### config.mk
export PLATFORM = sky130hd
export DESIGN_NAME = scs_seq
export DESIGN_NICKNAME = d
export VERILOG_FILES = /design/src/design/scs_pkg.sv /design/src/design/scs_seq.sv
export VERILOG_INCLUDE_DIRS = /design/src /design/src/design
export SDC_FILE = /design/constraint.sdc
export NUM_CORES = 1
export LEC_CHECK = 0
export ABC_CLOCK_PERIOD_IN_PS = 2500
export BUFFER_PORTS_ARGS = -buffer_cell sky130_fd_sc_hd__buf_2
export CORE_MARGIN = 4
export CORE_UTILIZATION = 40
export DETAILED_ROUTE_END_ITERATION = 6
export PLACE_DENSITY = 0.67
export SYNTH_ARGS = -nofsm -noshare
export SYNTH_HDL_FRONTEND = slang
export SYNTH_SLANG_ARGS = --single-unit
### constraint.sdc
create_clock -name pclk -period 2.5 [get_ports pclk]
set_input_delay 0.125 -clock pclk [delete_from_list [all_inputs] [get_ports pclk]]
set_output_delay 0.125 -clock pclk [all_outputs]
set_load 0.05 [all_outputs]
### src/design/scs_params.svh
// constants of the conversion channel sequencer: offsets, field positions, resets, counts
`ifndef SCS_PARAMS_SVH
`define SCS_PARAMS_SVH

// ************************************************************
// register offsets (byte addresses)
// ************************************************************
`define SCS_ADDR_CFG 12'h000
`define SCS_ADDR_CMD 12'h004
`define SCS_ADDR_STAT 12'h008

// ************************************************************
// configuration_word field positions and reset values
// ************************************************************
`define SCS_CFG_SEQ_BIT 11
`define SCS_CFG_CLK_BIT 10
`define SCS_CFG_TRIG_BIT 9
`define SCS_CFG_NAP_BIT 4
`define SCS_CFG_SEQ_RST 1'b1
`define SCS_CFG_CLK_RST 1'b1
`define SCS_CFG_TRIG_RST 1'b1
`define SCS_CFG_NAP_RST 1'b0

// ************************************************************
// command_word channel field
// ************************************************************
`define SCS_CMD_CH_LSB 0
`define SCS_CMD_CH_MSB 2
`define SCS_CH_RST 3'h0

// ************************************************************
// timing counts, in conversion clock cycles or pclk cycles
// ************************************************************
`define SCS_ACQ_CCLKS 5'h03
`define SCS_CONV_CCLKS 5'h12
`define SCS_CNT_ONE 5'h01
`define SCS_OSC_DIV 4'hb
`define SCS_OSC_ONE 4'h1

`endif

### src/design/scs_pkg.sv
// types of the conversion channel sequencer
`default_nettype none
package scs_pkg;

    typedef enum logic [0:0] {
        scs_acq,
        scs_conv
    } scs_state_t;

    typedef struct packed {
        logic seq;       // channel_sequencing_bit: 1 automatic, 0 manual
        logic clk_int;   // 1 internal oscillator, 0 serial clock / 2
        logic trig_man;  // 1 manual trigger by convert_start_n, 0 automatic
        logic auto_nap;  // automatic nap enable, keeps oscillator alive
    } scs_cfg_t;

    typedef struct packed {
        logic converting;
        logic acq_ok;
        logic osc_run;
        logic [2:0] start_ch;
        logic [2:0] last_ch;
        logic [2:0] ptr;
    } scs_stat_t;

endpackage
`default_nettype wire

### src/design/scs_seq.sv
// conversion clock, acquisition/conversion timing and channel sequencer with apb registers
//
// Notes on behaviour
// - conversion clock comes from the internal oscillator or the serial clock, by configuration.
// - internal oscillator runs only while converting or until three acquisition clocks have passed, unless auto trigger or auto nap.
// - with serial clock source each serial clock rise toggles the conversion clock.
// - acquisition lasts at least three conversion clocks before a conversion starts.
// - a conversion takes eighteen conversion clocks.
// - serial clock, manual trigger: done 36 serial clocks after the convert start fall.
// - during conversion the input is held and selected and common inputs disconnected.
// - four or eight channels by build parameter, sharing one common return.
// - clearing the channel sequencing bit selects manual channel selection.
// - setting the channel sequencing bit selects automatic selection; reset value.
// - first automatic conversion uses the channel last completed before entry.
// - sequencer steps up to the highest channel, then back to the start channel.
// - when starting at the highest channel only that channel is converted.
// - the multiplexer moves to the next channel ahead of its acquisition.
// - clearing the channel sequencing bit stops automatic stepping.
// - manual trigger: convert_start_n falling ends acquisition and starts conversion.
// - auto trigger: next conversion starts three clocks after the previous ends.
//
// Added by the designer: the register offsets and the APB register port.
`timescale 1ns/100ps
`default_nettype none
`include "scs_params.svh"
module scs_seq #(
    parameter int unsigned NUM_CH = 8
) (
    input wire logic pclk, // apb clock, 125 MHz
    input wire logic presetn, // asynchronous reset, active low
    input wire logic [11:0] paddr, // apb byte address
    input wire logic psel, // apb select
    input wire logic penable, // apb access phase
    input wire logic pwrite, // apb direction, 1 write
    input wire logic [31:0] pwdata, // apb write data
    output logic [31:0] prdata, // apb read data
    output logic pready, // apb ready
    output logic pslverr, // apb error on unmapped address
    input wire logic serial_clk, // serial clock pin from host
    input wire logic convert_start_n, // convert start pin, active low
    output logic [2:0] mux_sel, // selected input channel
    output logic sample_hold, // 1 hold, 0 sample
    output logic inputs_disconnect, // selected and common inputs cut off
    output logic osc_run, // internal oscillator enable
    output logic conv_done // one pclk pulse at end of conversion
);

    localparam logic [2:0] HI_CH = 3'(NUM_CH - 1);
    // ************************************************************
    // state
    // ************************************************************
    scs_pkg::scs_cfg_t cfg_q, cfg_d;
    scs_pkg::scs_state_t state_q, state_d;
    logic [2:0] ptr_q, ptr_d;
    logic [2:0] start_q, start_d;
    logic [2:0] last_q, last_d;
    logic [4:0] acq_cnt_q, acq_cnt_d;
    logic [4:0] conv_cnt_q, conv_cnt_d;
    logic [3:0] osc_cnt_q, osc_cnt_d;
    logic phase_q, phase_d;
    logic done_q, done_d;
    logic [31:0] prdata_q, prdata_d;
    logic sclk_s1_q, sclk_s2_q, sclk_s3_q;
    logic cs_s1_q, cs_s2_q, cs_s3_q;
    logic sclk_rise, convert_start_n_fall, acq_ok, osc_on, osc_tick, ser_tick, conversion_clock_tick;
    logic start_conv, end_conv, apb_wr, addr_ok, seq_enter;
    logic [2:0] last_now;
    scs_pkg::scs_cfg_t cfg_w;
    scs_pkg::scs_stat_t stat;
    // next channel of the automatic sweep
    function automatic logic [2:0] scs_next_ch(input logic [2:0] cur, input logic [2:0] first);
        scs_next_ch = (cur >= HI_CH) ? first : cur + 3'h1;
    endfunction

    // ************************************************************
    // pin synchronisers
    // ************************************************************
    always_ff @(posedge pclk or negedge presetn) begin
        if (!presetn) begin
            sclk_s1_q <= 1'b0;
            sclk_s2_q <= 1'b0;
            sclk_s3_q <= 1'b0;
            cs_s1_q <= 1'b1;
            cs_s2_q <= 1'b1;
            cs_s3_q <= 1'b1;
        end else begin
            sclk_s1_q <= serial_clk;
            sclk_s2_q <= sclk_s1_q;
            sclk_s3_q <= sclk_s2_q;
            cs_s1_q <= convert_start_n;
            cs_s2_q <= cs_s1_q;
            cs_s3_q <= cs_s2_q;
        end
    end

    // ************************************************************
    // conversion clock
    // ************************************************************
    always_comb begin
        sclk_rise = sclk_s2_q & ~sclk_s3_q;
        convert_start_n_fall = ~cs_s2_q & cs_s3_q;
        acq_ok = acq_cnt_q >= `SCS_ACQ_CCLKS;
        // acquisition timing also needs the oscillator until three clocks have passed
        osc_on = cfg_q.clk_int & ((state_q == scs_pkg::scs_conv) | ~acq_ok
                 | ~cfg_q.trig_man | cfg_q.auto_nap);
        osc_tick = osc_on && (osc_cnt_q == `SCS_OSC_DIV - `SCS_OSC_ONE);
        ser_tick = ~cfg_q.clk_int & sclk_rise & phase_q;
        conversion_clock_tick = cfg_q.clk_int ? osc_tick : ser_tick;
        osc_cnt_d = (!osc_on || osc_tick) ? 4'h0 : osc_cnt_q + `SCS_OSC_ONE;
        phase_d = phase_q;
        if (start_conv) begin
            phase_d = 1'b0;
        end else if (~cfg_q.clk_int & sclk_rise) begin
            phase_d = ~phase_q;
        end
    end

    // ************************************************************
    // acquisition and conversion sequence
    // ************************************************************
    always_comb begin
        start_conv = (state_q == scs_pkg::scs_acq) && (cfg_q.trig_man
                     ? acq_ok && convert_start_n_fall
                     : acq_ok || (conversion_clock_tick && acq_cnt_q == `SCS_ACQ_CCLKS - `SCS_CNT_ONE));
        end_conv = (state_q == scs_pkg::scs_conv) && conversion_clock_tick
                   && (conv_cnt_q == `SCS_CONV_CCLKS - `SCS_CNT_ONE);
        state_d = state_q;
        acq_cnt_d = acq_cnt_q;
        conv_cnt_d = conv_cnt_q;
        done_d = end_conv;
        case (state_q)
            scs_pkg::scs_acq: begin
                if (start_conv) begin
                    state_d = scs_pkg::scs_conv;
                    conv_cnt_d = 5'h00;
                end else if (apb_wr && paddr == `SCS_ADDR_CMD && !cfg_q.seq) begin
                    acq_cnt_d = 5'h00;
                end else if (conversion_clock_tick && !acq_ok) begin
                    acq_cnt_d = acq_cnt_q + `SCS_CNT_ONE;
                end
            end
            scs_pkg::scs_conv: begin
                if (end_conv) begin
                    state_d = scs_pkg::scs_acq;
                    acq_cnt_d = 5'h00;
                end else if (conversion_clock_tick) begin
                    conv_cnt_d = conv_cnt_q + `SCS_CNT_ONE;
                end
            end
            default: begin
                state_d = scs_pkg::scs_acq;
            end
        endcase
    end

    // ************************************************************
    // channel pointer and sequencer
    // ************************************************************
    always_comb begin
        cfg_w.seq = pwdata[`SCS_CFG_SEQ_BIT];
        cfg_w.clk_int = pwdata[`SCS_CFG_CLK_BIT];
        cfg_w.trig_man = pwdata[`SCS_CFG_TRIG_BIT];
        cfg_w.auto_nap = pwdata[`SCS_CFG_NAP_BIT];
        cfg_d = cfg_q;
        if (apb_wr && paddr == `SCS_ADDR_CFG) begin
            cfg_d = cfg_w;
        end
        seq_enter = cfg_d.seq & ~cfg_q.seq;
        last_now = end_conv ? ptr_q : last_q;
        last_d = last_now;
        ptr_d = ptr_q;
        start_d = start_q;
        if (seq_enter) begin
            ptr_d = last_now;
            start_d = last_now;
        end else if (end_conv && cfg_q.seq) begin
            ptr_d = scs_next_ch(ptr_q, start_q);
        end else if (apb_wr && paddr == `SCS_ADDR_CMD && !cfg_q.seq) begin
            ptr_d = pwdata[`SCS_CMD_CH_MSB:`SCS_CMD_CH_LSB] & HI_CH;
        end
    end

    // ************************************************************
    // apb slave
    // ************************************************************
    always_comb begin
        apb_wr = psel & penable & pwrite;
        addr_ok = (paddr == `SCS_ADDR_CFG) || (paddr == `SCS_ADDR_CMD)
                  || (paddr == `SCS_ADDR_STAT);
        stat.converting = state_q == scs_pkg::scs_conv;
        stat.acq_ok = acq_ok;
        stat.osc_run = osc_on;
        stat.start_ch = start_q;
        stat.last_ch = last_q;
        stat.ptr = ptr_q;
        prdata_d = prdata_q;
        if (psel && !penable && !pwrite) begin
            prdata_d = 32'h0000_0000;
            if (paddr == `SCS_ADDR_CFG) begin
                prdata_d[`SCS_CFG_SEQ_BIT] = cfg_q.seq;
                prdata_d[`SCS_CFG_CLK_BIT] = cfg_q.clk_int;
                prdata_d[`SCS_CFG_TRIG_BIT] = cfg_q.trig_man;
                prdata_d[`SCS_CFG_NAP_BIT] = cfg_q.auto_nap;
            end else if (paddr == `SCS_ADDR_CMD) begin
                prdata_d[`SCS_CMD_CH_MSB:`SCS_CMD_CH_LSB] = ptr_q;
            end else if (paddr == `SCS_ADDR_STAT) begin
                prdata_d = 32'(stat);
            end
        end
    end

    // ************************************************************
    // registers
    // ************************************************************
    always_ff @(posedge pclk or negedge presetn) begin
        if (!presetn) begin
            cfg_q.seq <= `SCS_CFG_SEQ_RST;
            cfg_q.clk_int <= `SCS_CFG_CLK_RST;
            cfg_q.trig_man <= `SCS_CFG_TRIG_RST;
            cfg_q.auto_nap <= `SCS_CFG_NAP_RST;
            state_q <= scs_pkg::scs_acq;
            ptr_q <= `SCS_CH_RST;
            start_q <= `SCS_CH_RST;
            last_q <= `SCS_CH_RST;
            acq_cnt_q <= 5'h00;
            conv_cnt_q <= 5'h00;
            osc_cnt_q <= 4'h0;
            phase_q <= 1'b0;
            done_q <= 1'b0;
            prdata_q <= 32'h0000_0000;
        end else begin
            cfg_q <= cfg_d;
            state_q <= state_d;
            ptr_q <= ptr_d;
            start_q <= start_d;
            last_q <= last_d;
            acq_cnt_q <= acq_cnt_d;
            conv_cnt_q <= conv_cnt_d;
            osc_cnt_q <= osc_cnt_d;
            phase_q <= phase_d;
            done_q <= done_d;
            prdata_q <= prdata_d;
        end
    end

    assign prdata = prdata_q;
    assign pready = 1'b1;
    assign pslverr = psel & penable & ~addr_ok;
    assign mux_sel = ptr_q;
    assign sample_hold = state_q == scs_pkg::scs_conv;
    assign inputs_disconnect = state_q == scs_pkg::scs_conv;
    assign osc_run = osc_on;
    assign conv_done = done_q;

    // ************************************************************
    // assertions
    // ************************************************************
    property p_hold_in_conv;
        @(posedge pclk) disable iff (!presetn)
        $rose(state_q == scs_pkg::scs_conv) |-> sample_hold && inputs_disconnect
            throughout (state_q == scs_pkg::scs_conv) [*2];
    endproperty
    a_hold_in_conv: assert property (p_hold_in_conv)
        else $error("input not held while converting");

    property p_conv_len;
        @(posedge pclk) disable iff (!presetn)
        end_conv |-> conv_cnt_q == `SCS_CONV_CCLKS - `SCS_CNT_ONE
            ##1 conv_done && state_q == scs_pkg::scs_acq;
    endproperty
    a_conv_len: assert property (p_conv_len)
        else $error("conversion length wrong");
    property p_acq_min;
        @(posedge pclk) disable iff (!presetn)
        $rose(state_q == scs_pkg::scs_conv) |-> $past(acq_cnt_q) >= `SCS_ACQ_CCLKS
            || ($past(acq_cnt_q) == `SCS_ACQ_CCLKS - `SCS_CNT_ONE && $past(conversion_clock_tick));
    endproperty
    a_acq_min: assert property (p_acq_min)
        else $error("conversion started before acquisition time");
    property p_manual_start;
        @(posedge pclk) disable iff (!presetn)
        (state_q == scs_pkg::scs_acq && acq_ok && cfg_q.trig_man && convert_start_n_fall)
            |=> state_q == scs_pkg::scs_conv;
    endproperty
    a_manual_start: assert property (p_manual_start)
        else $error("convert start fall did not start conversion");
    property p_auto_start;
        @(posedge pclk) disable iff (!presetn)
        (state_q == scs_pkg::scs_acq && !cfg_q.trig_man && (acq_ok
            || (conversion_clock_tick && acq_cnt_q == `SCS_ACQ_CCLKS - `SCS_CNT_ONE)))
            |=> state_q == scs_pkg::scs_conv && conv_cnt_q == 5'h00;
    endproperty
    a_auto_start: assert property (p_auto_start)
        else $error("auto trigger did not start after three clocks");
    property p_seq_step;
        @(posedge pclk) disable iff (!presetn)
        (end_conv && cfg_q.seq && cfg_d.seq && ptr_q != HI_CH) |=> ptr_q == $past(ptr_q) + 3'h1;
    endproperty
    a_seq_step: assert property (p_seq_step)
        else $error("sequencer did not step");

    property p_seq_wrap;
        @(posedge pclk) disable iff (!presetn)
        (end_conv && cfg_q.seq && cfg_d.seq && ptr_q == HI_CH) |=> ptr_q == start_q;
    endproperty
    a_seq_wrap: assert property (p_seq_wrap)
        else $error("sequencer did not return to start channel");

    property p_manual_hold;
        @(posedge pclk) disable iff (!presetn)
        (end_conv && !cfg_q.seq && !cfg_d.seq) |=> $stable(ptr_q);
    endproperty
    a_manual_hold: assert property (p_manual_hold)
        else $error("channel stepped in manual selection");

    property p_seq_entry;
        @(posedge pclk) disable iff (!presetn)
        (seq_enter && !end_conv) |=> ptr_q == $past(last_q) && start_q == $past(last_q);
    endproperty
    a_seq_entry: assert property (p_seq_entry)
        else $error("sequence did not start at last converted channel");

    property p_osc_gate;
        @(posedge pclk) disable iff (!presetn)
        (osc_run && cfg_q.trig_man && !cfg_q.auto_nap) |-> !acq_ok
            || state_q == scs_pkg::scs_conv;
    endproperty
    a_osc_gate: assert property (p_osc_gate)
        else $error("oscillator running while idle");

    property p_serial_div;
        @(posedge pclk) disable iff (!presetn)
        (!cfg_q.clk_int && sclk_rise && !start_conv) |=> phase_q != $past(phase_q);
    endproperty
    a_serial_div: assert property (p_serial_div)
        else $error("serial clock rise did not toggle conversion clock");

endmodule

`default_nettype wire

## Yosys cells after proc, flatten, opt, wreduce, memory -nomap -nowiden

Cells that the tools add are included.

| word-level totals | value |
|---|---|
| word-level logic and storage cells | 116 |
| register bits | 68 |
| output and inout bits | 41 |

| operators by class | value |
|---|---|
| bitwise operators | 21 |
| add/sub/neg operators | 4 |
| order comparisons | 2 |
| reduce and logical (&&, ||, !) cells | 27 |
| mux-type cells | 31 |
| equality and inequality tests | 11 |

Operators by type and width:

| operator | count |
|---|---|
| 5-bit two-way mux | 7 |
| 29-bit two-way mux | 1 |
| 3-bit two-way mux | 7 |
| 20-bit two-way mux | 1 |
| 5-bit one-hot mux with 2 select lines | 2 |
| 4-bit two-way mux | 4 |
| 1-bit logical AND | 13 |
| 12-bit by 3-bit == test with 1-bit output, second input constant | 1 |
| 12-bit by 4-bit == test with 1-bit output, second input constant | 1 |
| 12-bit zero test | 1 |
| 12-bit two-way mux | 1 |
| 5-bit by 1-bit adder with 5-bit output, second input constant | 2 |
| 1-bit AND | 9 |
| 1-bit inverter | 9 |
| 1-bit two-way mux | 7 |
| 2-bit != test, second input constant | 3 |
| 3-bit AND reduction | 2 |
| 5-bit by 2-bit == test with 1-bit output, second input constant | 1 |
| 5-bit == test, second input constant | 1 |
| 5-bit by 2-bit greater-or-equal comparator with 1-bit output, second input constant | 1 |
| 1-bit zero test | 5 |
| 4-bit by 1-bit adder with 4-bit output, second input constant | 1 |
| 4-bit == test, second input constant | 1 |
| 1-bit logical OR | 4 |
| 8 further kinds | 11 |

## Logic depth before layout (Yosys ltp)

Gate-level depths: netlist (run 1).

| depth | value |
|---|---|
| depth in word-level cells | 14 |
| mapped depth | 7 |
| mapped depth without buffers | 7 |

## Worst setup path before layout (run 1)

Ideal clock, no wire load.

| timing path | value |
|---|---|
| path kind | register -> register |
| from | register state_q (netlist: inputs_disconnect) |
| to | register osc_cnt_q[2] |
| arrival | 2.424 ns |
| library setup time | 0.077 ns |
| path slack | -0.001 ns |
| cell stages (with the launch flop) | 6 |
| period minus slack after synthesis | 2.501 ns |
| data required time | 2.423 ns |
| buffers on the path | 1 |
| path through | dfrtp_1 > clkbuf_1 > nor2_1 > a31oi_1 > o21ai_1 > nor2_1 |

| between the ends | value |
|---|---|
| cells in the longest elaborated chain, start to end | 7 |

Ends and longest elaborated chain:

| element | line | text |
|---|---|---|
| start: declaration | scs_seq.sv:53 | `scs_pkg::scs_state_t state_q, state_d;` |
| start signal: assignment | scs_seq.sv:221 | `state_q <= scs_pkg::scs_acq;` |
| start signal: assignment | scs_seq.sv:233 | `state_q <= state_d;` |
| 1-bit OR (*) | scs_seq.sv:104 | `osc_on = cfg_q.clk_int & ((state_q == scs_pkg::scs_conv) \| ~acq_ok` |
| 1-bit OR (*) (2 in series) | scs_seq.sv:105 | `\| ~cfg_q.trig_man \| cfg_q.auto_nap);` |
| 1-bit AND (*) | scs_seq.sv:104 |  |
| named net osc_run | scs_seq.sv:44 | `output logic osc_run,` |
| 1-bit zero test / 1-bit logical AND (equally long branches) | scs_seq.sv:109, scs_seq.sv:106 |  |
| 1-bit logical OR (*) | scs_seq.sv:109 | `` osc_cnt_d = (!osc_on \|\| osc_tick) ? 4'h0 : osc_cnt_q + `SCS_OSC_ONE; `` |
| 4-bit two-way mux (no source line) (*) | -- |  |
| named net osc_cnt_d[2] | scs_seq.sv:59 | `logic [3:0] osc_cnt_q, osc_cnt_d;` |
| end signal: assignment | scs_seq.sv:239 | `osc_cnt_q <= osc_cnt_d;` |
| end: declaration | scs_seq.sv:59 |  |

Mark *: on every way through the listed nets, which the timed path passes. The rest lies on a longest branch.
A chain may end at the register's enable or synchronous reset.

## Final worst setup path (run 1)

| timing path | value |
|---|---|
| from | register acq_cnt_q[0] |
| to | output port osc_run |

| between the ends | value |
|---|---|
| cells in the longest elaborated chain, start to end | 6 |

Ends and longest elaborated chain:

| element | line | text |
|---|---|---|
| start: declaration | scs_seq.sv:57 | `logic [4:0] acq_cnt_q, acq_cnt_d;` |
| start signal: assignment | scs_seq.sv:237 | `acq_cnt_q <= acq_cnt_d;` |
| 5-bit by 2-bit greater-or-equal comparator with 1-bit output (no source line) | -- |  |
| 1-bit inverter | scs_seq.sv:104 |  |
| 1-bit OR | scs_seq.sv:104 |  |
| 1-bit OR (2 in series) | scs_seq.sv:105 |  |
| 1-bit AND | scs_seq.sv:104 |  |
| end: declaration | scs_seq.sv:44 |  |

Every way passes these cells.

==> results.py, run 1 <==
metrics = {
    "detailed_routing": {
        "routedWlPerCell_um": 13.7,
        "drt_first_pass_iters": 4,
        "drt_iter0_drc": 96,
        "vias": 1802,
        "vias_per_cell": 5.01,
        "ant_nets": 0,
        "drc_errors": 0,
        "wirelength_um": 4950,
    },
    "global_route": {
        "antenna_found_initial": 0,
        "grt_pass1_vias": 1704,
        "grt_overflow": 0,
        "grt_use_total_pct": 14.1,
        "grt_max_degree": 47,
        "grt_pass1_wl_um": 8420,
    },
    "floorplanning": {
        "row_count": 28,
        "die_h_um": 87.7,
        "start_util_pct": 41.9,
        "ios": 92,
        "dieArea_mm2": 0.00770,
        "die_w_um": 87.7,
        "fp.coreArea_mm2": 0.00606,
    },
    "timing": {
        "max_slew.worst_pin.slew_ns": 0.986,
        "final-hold-violation-count": 42,
        "period_needed_ns": 2.03,
        "max-slew-margin-rel_pct": 34.3,
        "rsz0062_at_grt": "false",
        "fmax_mhz": 493,
        "whs_ns": -0.0186,
        "slew_viol_final": 0,
        "fin_tns_setup_ns": 0,
        "finalCritPeriodShare_pct": 81.1,
        "setup_viol": 0,
        "skew_ns": 0.00647,
    },
    "logic_synthesis": {
        "synth.largest_area_cell": "dfrtp_1",
        "synth_edf_count": 0,
        "yosys_warnings": 0,
        "synth.cells.most_frequent": "dfrtp_1, buf_4, nand2_1, nor2_1, inv_1",
        "seq_area_frac_synth_pct": 47.5,
        "synth_ff_type": "dfrtp_1",
        "synth_most_common_cell": "dfrtp_1",
        "async_reset_ff_share_pct": 100,
        "netlist.area_leader.share_pct": 41.3,
        "ys_types": 56,
        "syn_inst": 236,
        "syn_avg_cell_area_um2": 10.8,
        "synthTopCellsByArea": "dfrtp_1, buf_4, dfstp_2",
        "synth_seq_cells": 48,
        "synth_area_mm2": 0.00254,
    },
    "clocking": {
        "cts_resized": 0,
        "clock_sinks": 48,
        "cts_setup_buffers": 0,
        "clk_pin_slew_ns": 0.09,
        "cts_tree": "built",
        "cts_root_buf": "clkbuf_8",
        "clockBufferDepth": 2,
        "insertion_delay_ns": 0.30,
        "h-tree-depth": 2,
        "cts_made_buffers": 5,
    },
    "pwr": {
        "pwr-share-comb_pct": 20.8,
        "swShare_pct": 32.3,
        "p_per_area_mw_per_mm2": 645,
        "total_power_w": 0.00186,
        "clkPwrFrac_pct": 30.0,
        "switching_power_w": 0.000602,
        "intPower_w": 0.00126,
        "power.share.sequential_pct": 49.2,
        "vdd_drop_max_mv": 0.457,
        "p_leak_nw": 1.39,
    },
    "layout": {
        "nets": 343,
        "antenna_cells": 0,
        "areaGrowthSynthToFinish_pct": 13.5,
        "utilization_pct": 47.6,
        "multi_input_area_mm2": 0.00117,
        "design_area_mm2": 0.00289,
        "drive_gt1_share_pct": 27.4,
        "nFillCells": 561,
        "ff_latch_area_mm2": 0.00121,
    },
    "run_status": {
        "violations": "negative hold slack",
        "status": "finished with violations",
    },
    "placed_design": {
        "placedInstanceArea_mm2": 0.00276,
        "io_buffers": 45,
        "hpwl_um": 3760,
        "place_congestion": 0.811,
    },
    "critical_path": {
        "cp.required_ns": 2.38,
        "ff2ff_setup_slack_ns": 0.50,
        "cp-start-kind": "flip-flop",
        "r2r_cells": 7,
        "path_class": "reg -> out",
        "path_max_fanout": 6,
        "r2r_end": "acq_cnt_q[0]",
        "crit-reg2reg-launch": "osc_cnt_q[0]",
        "arrival_ns": 1.90,
        "end_kind": "primary output",
    },
    "run": {
        "cap_violations": 0,
    },
    "worst_hold_path": {
        "hold_class": "in -> async",
    },
}
-- cell type report --
cell class	count	share of cell area [%]
sequential	48	41.9
multi-input combinational	170	40.7
timing repair buffer	49	9.02
tap	75	3.25
clock buffer	5	2.38
clock inverter	3	1.47
inverter	10	1.30
-- registers in the layout (all words and copies together) (netlist names) --
register,flops
acq_cnt_q,5
cfg_q,4
conv_cnt_q,5
conv_done,1
cs_s1_q,1
cs_s2_q,1
cs_s3_q,1
inputs_disconnect,1
last_q,3
mux_sel,3
osc_cnt_q,4
phase_q,1
prdata,12
sclk_s1_q,1
sclk_s2_q,1
sclk_s3_q,1
start_q,3
-- cell usage in the layout, fill, tap and decap left out, types with 6 or more instances in the layout --
cell type and n:
ha_1 8, nor2_1 20, inv_1 10, dfrtp_1 42, conb_1 21, o21ai_0 6
nor3_1 6, nand2_1 22, dfstp_2 6, buf_2 45
-- how the worst max path moves through the flow --
stage	slack, ns	startpoint	end	cells after the start
finish	0.47	acq_cnt_q[0]	osc_run	5
global route	0.34	acq_cnt_q[2]	osc_run	4
CTS	0.46	acq_cnt_q[0]	osc_run	5
detailed placement	0.51	osc_cnt_q[0]	acq_cnt_q[1]	7
global placement	0.52	osc_cnt_q[0]	acq_cnt_q[0]	7
floorplan	0.32	inputs_disconnect	prdata[9]	5
-- through the flow --
step / worst slack, ns / std cells
after floorplan: 0.321 / 255
after global placement: 0.523 / 350
after detailed placement: 0.508 / 350
after CTS: 0.456 / 360
after global routing: 0.342 / 360
final: 0.472 / 360
-- worst max-delay path, stage by stage, from the launching register on --
cell	delay [ns]
dfrtp_1	0.44
ha_1	0.21
a21oi_1	0.26
nand2_1	0.11
a31oi_2	0.27
buf_2	0.31
-- power groups by stage --
stage	logic [W]	registers, W	clock network, W
after global placement	0.000379	0.000927	0
after floorplan	0.000332	0.000920	0
after detailed placement	0.000388	0.000928	0
after global routing	0.000432	0.000925	0.000614
after CTS	0.000391	0.000913	0.000579
final	0.000387	0.000915	0.000558
-- cells by family after synthesis --
kind of cell	count (synthesis)	synth area share, %
AOI/OAI and AO/OA	45	12.8
and+or+nand+nor	75	17.4
muxes	14	6.25
DFF	48	47.5
buffers and inverters	37	9.30
other	2	0.295
xor gates and xnor gates	7	2.41
adders and majority gates	8	3.94
-- timing repair --
action / CTS / global route
hold buffers: 2 / 0
endpoints found under the hold margin: 2 / 0
endpoints found under the setup margin: 0 / 0
-- per-layer routing --
layer  wire length, um  part of all wire [%]  up-vias  track usage (%)
met5                 0                     0        -                0
met4                93                   1.9        0             5.44
met3               349                   7.1        8             3.67
met2              2130                    43       62             20.3
met1              2370                    48      841             20.3
li1                  -                     -      891                -
Note: power is estimated with default switching activity, not from simulation.
==> inputs of run 2 (changes only) <==
Settings changed: ABC_AREA from default to 1, ABC_CLOCK_PERIOD_IN_PS 2500 to 1800, PLACE_DENSITY 0.67 to 0.69.
Clock period 2.5 ns to 1.8 ns, I/O delays scaled along.
==> run 2 against run 1 <==
The flow finishes with violations (negative setup slack); synthesized area is essentially flat; non-clock buffer count grew 21; via count grew 17%; clock skew grew 0.0014 ns; highest routed layer unchanged.
==> results.py, run 2 <==
metrics = {
    "logic_synthesis": {
        "synth_seq_cells": 48,
        "synth_edf_count": 0,
        "synth_ff_type": "dfrtp_1",
        "netlist.area_leader.share_pct": 41.3,
        "syn_avg_cell_area_um2": 8.56,
        "synth.cells.most_frequent": "nand2_1, dfrtp_1, inv_1, buf_4, nor2_1",
        "seq_area_frac_synth_pct": 47.5,
        "synth.largest_area_cell": "dfrtp_1",
        "synth_most_common_cell": "nand2_1",
        "async_reset_ff_share_pct": 100,
        "ys_types": 37,
        "synthTopCellsByArea": "dfrtp_1, nand2_1, buf_4",
        "synth_area_mm2": 0.00254,
        "syn_inst": 297,
        "yosys_warnings": 0,
    },
    "layout": {
        "layout_common_cells": "nand2_1, buf_2, dfrtp_1",
        "mostFrequentLayoutCell": "nand2_1",
        "areaGrowthSynthToFinish_pct": 26.0,
        "instances_no_fill": 445,
        "largest_reg_flops": 12,
        "design_area_mm2": 0.00321,
        "utilization_pct": 52.9,
        "drive_gt1_share_pct": 34.1,
        "nets": 428,
        "antenna_cells": 0,
        "nFillCells": 572,
    },
    "run_status": {
        "violations": "negative setup slack",
        "status": "finished with violations",
    },
    "detailed_routing": {
        "routedWlPerCell_um": 12.6,
        "drt_first_pass_iters": 5,
        "vias_per_cell": 4.73,
        "vias": 2105,
        "drc_errors": 0,
        "wirelength_um": 5590,
        "drt_iter0_drc": 104,
        "ant_nets": 0,
    },
    "timing": {
        "setup_viol": 1,
        "skew_ns": 0.00792,
        "finalCritPeriodShare_pct": 101,
        "rsz0062_at_grt": "true",
        "final-hold-violation-count": 0,
        "period_needed_ns": 1.81,
        "fmax_mhz": 553,
        "max_slew.worst_pin.slew_ns": 0.598,
        "slew_viol_final": 0,
        "max-slew-margin-rel_pct": 60.2,
        "whs_ns": 0.00315,
        "worst_slack_ns": -0.00971,
    },
    "floorplanning": {
        "dieArea_mm2": 0.00770,
        "ios": 92,
        "start_util_pct": 42.0,
        "die_h_um": 87.7,
        "row_count": 28,
        "fp.coreArea_mm2": 0.00606,
        "die_w_um": 87.7,
    },
    "global_route": {
        "grt_overflow": 0,
        "antenna_found_initial": 0,
        "grt_pass1_vias": 2000,
        "grt_max_degree": 27,
        "grt_use_total_pct": 14.7,
        "grt_pass1_wl_um": 8980,
    },
    "run": {
        "cap_violations": 0,
    },
    "placed_design": {
        "placedInstanceArea_mm2": 0.00291,
        "placed_cells_incl_taps": 430,
        "io_buffers": 45,
        "hpwl_um": 4220,
        "place_congestion": 0.841,
    },
    "critical_path": {
        "path_max_fanout": 8,
        "cp-start-kind": "flip-flop",
        "cp.required_ns": 2.04,
        "crit_path_start": "acq_cnt_q[0]",
        "path_class": "reg -> reg",
        "arrival_ns": 2.05,
        "end_kind": "flip-flop",
        "crit-reg2reg-launch": "acq_cnt_q[0]",
    },
    "pwr": {
        "total_power_w": 0.00317,
        "p_per_area_mw_per_mm2": 990,
        "vdd_drop_max_mv": 0.484,
        "p_leak_nw": 1.72,
    },
    "clocking": {
        "cts_made_buffers": 5,
        "cts_root_buf": "clkbuf_8",
        "insertion_delay_ns": 0.30,
        "clock_sinks": 48,
        "clockBufferDepth": 2,
        "clk_pin_slew_ns": 0.10,
        "h-tree-depth": 2,
        "cts_tree": "built",
    },
    "worst_hold_path": {
        "min_from": "pwdata[4]",
        "hold_class": "in -> reg",
    },
}
==> run 2: changes by cell type after synthesis, moves of 5 or more <==
cell | before | now
nand2_1 | 22 | 70
inv_1 | 10 | 35
nand3_1 | 2 | 15
o21ai_0 | 6 | 15
a22o_1 | 5 | 0
mux2i_1 | 5 | 0
nand2_2 | 0 | 5
==> run 2: cell type report <==
| cell class | instances | area, um2 | share of cell area [%] |
|---|---|---|---|
| tap | 75 | 93.8 | 2.93 |
| clock inverter | 2 | 38.8 | 1.21 |
| inverter | 39 | 146 | 4.57 |
| sequential | 48 | 1210 | 37.8 |
| multi-input combinational | 205 | 1200 | 37.4 |
| timing repair buffer | 70 | 432 | 13.5 |
| clock buffer | 6 | 82.6 | 2.58 |
==> run 2: logic make-up after synthesis <==
kind of cell	Yosys count	synth area share, %
xor gates and xnor gates	3	1.03
adders and majority gates	8	3.94
muxes	1	0.443
DFF	48	47.5
AOI/OAI and AO/OA	41	9.99
and+or+nand+nor	131	24.3
other	2	0.295
buffers and inverters	63	12.5
==> run 2: metal layers <==
| layer | global-route usage (%) | vias to the layer above | share of wire [%] |
|---|---|---|---|
| met1 | 19.1 | 987 | 45 |
| met4 | 4.04 | 0 | 1.2 |
| met3 | 3.01 | 6 | 5.6 |
| li1 | - | 1054 | - |
| met5 | 0 | - | 0 |
| met2 | 24.9 | 58 | 48 |
==> run 2: critical path: stages, from the launching register on <==
cell and delay, ns:
dfrtp_1 0.43, ha_2 0.18, nor2_1 0.10, nand3_1 0.11, nand2_1 0.09, nand3_2 0.08
nand2_4 0.11, nand3_4 0.16, o21ai_2 0.20, nand2_1 0.09, buf_4 0.14, nand2_2 0.05
==> run 2: repair_timing <==
action                                 in CTS  in global routing
pin swaps                                   2                 12
gates resized for setup                     8                 23
endpoints found under the hold margin      26                  0
buffers inserted                            0                  2
setup endpoints to repair                  10                 16
hold buffers                                5                  0
==> run 2: path summary, 6_finish.rpt <==
check / endpoint / slack, ns / cells past startpoint
min: cfg_q[0] / 0.003 / 3
min in group asynchronous: sclk_s3_q / 0.32 / 2
min reg2reg: sclk_s2_q / 0.35 / 0
max in group asynchronous: cs_s3_q / 0.80 / 3
max: start_q[1] / -0.01 / 11
max reg2reg: start_q[1] / -0.01 / 11
==> run 2: report_power, final <==
| part | switching (W) | internal (W) |
|---|---|---|
| clock network | 0.000380 | 0.000455 |
| registers | 0.0000985 | 0.00121 |
| logic | 0.000669 | 0.000364 |
| total | 0.00115 | 0.00203 |
==> run 2: stage by stage <==
step / TNS (ns) / setup WS (ns)
floorplan: 0 / 0.0503
global placement: -0.0996 / -0.0411
detailed placement: -0.290 / -0.0794
CTS: -0.00944 / -0.00944
global route: -0.884 / -0.120
finish: -0.00971 / -0.00971
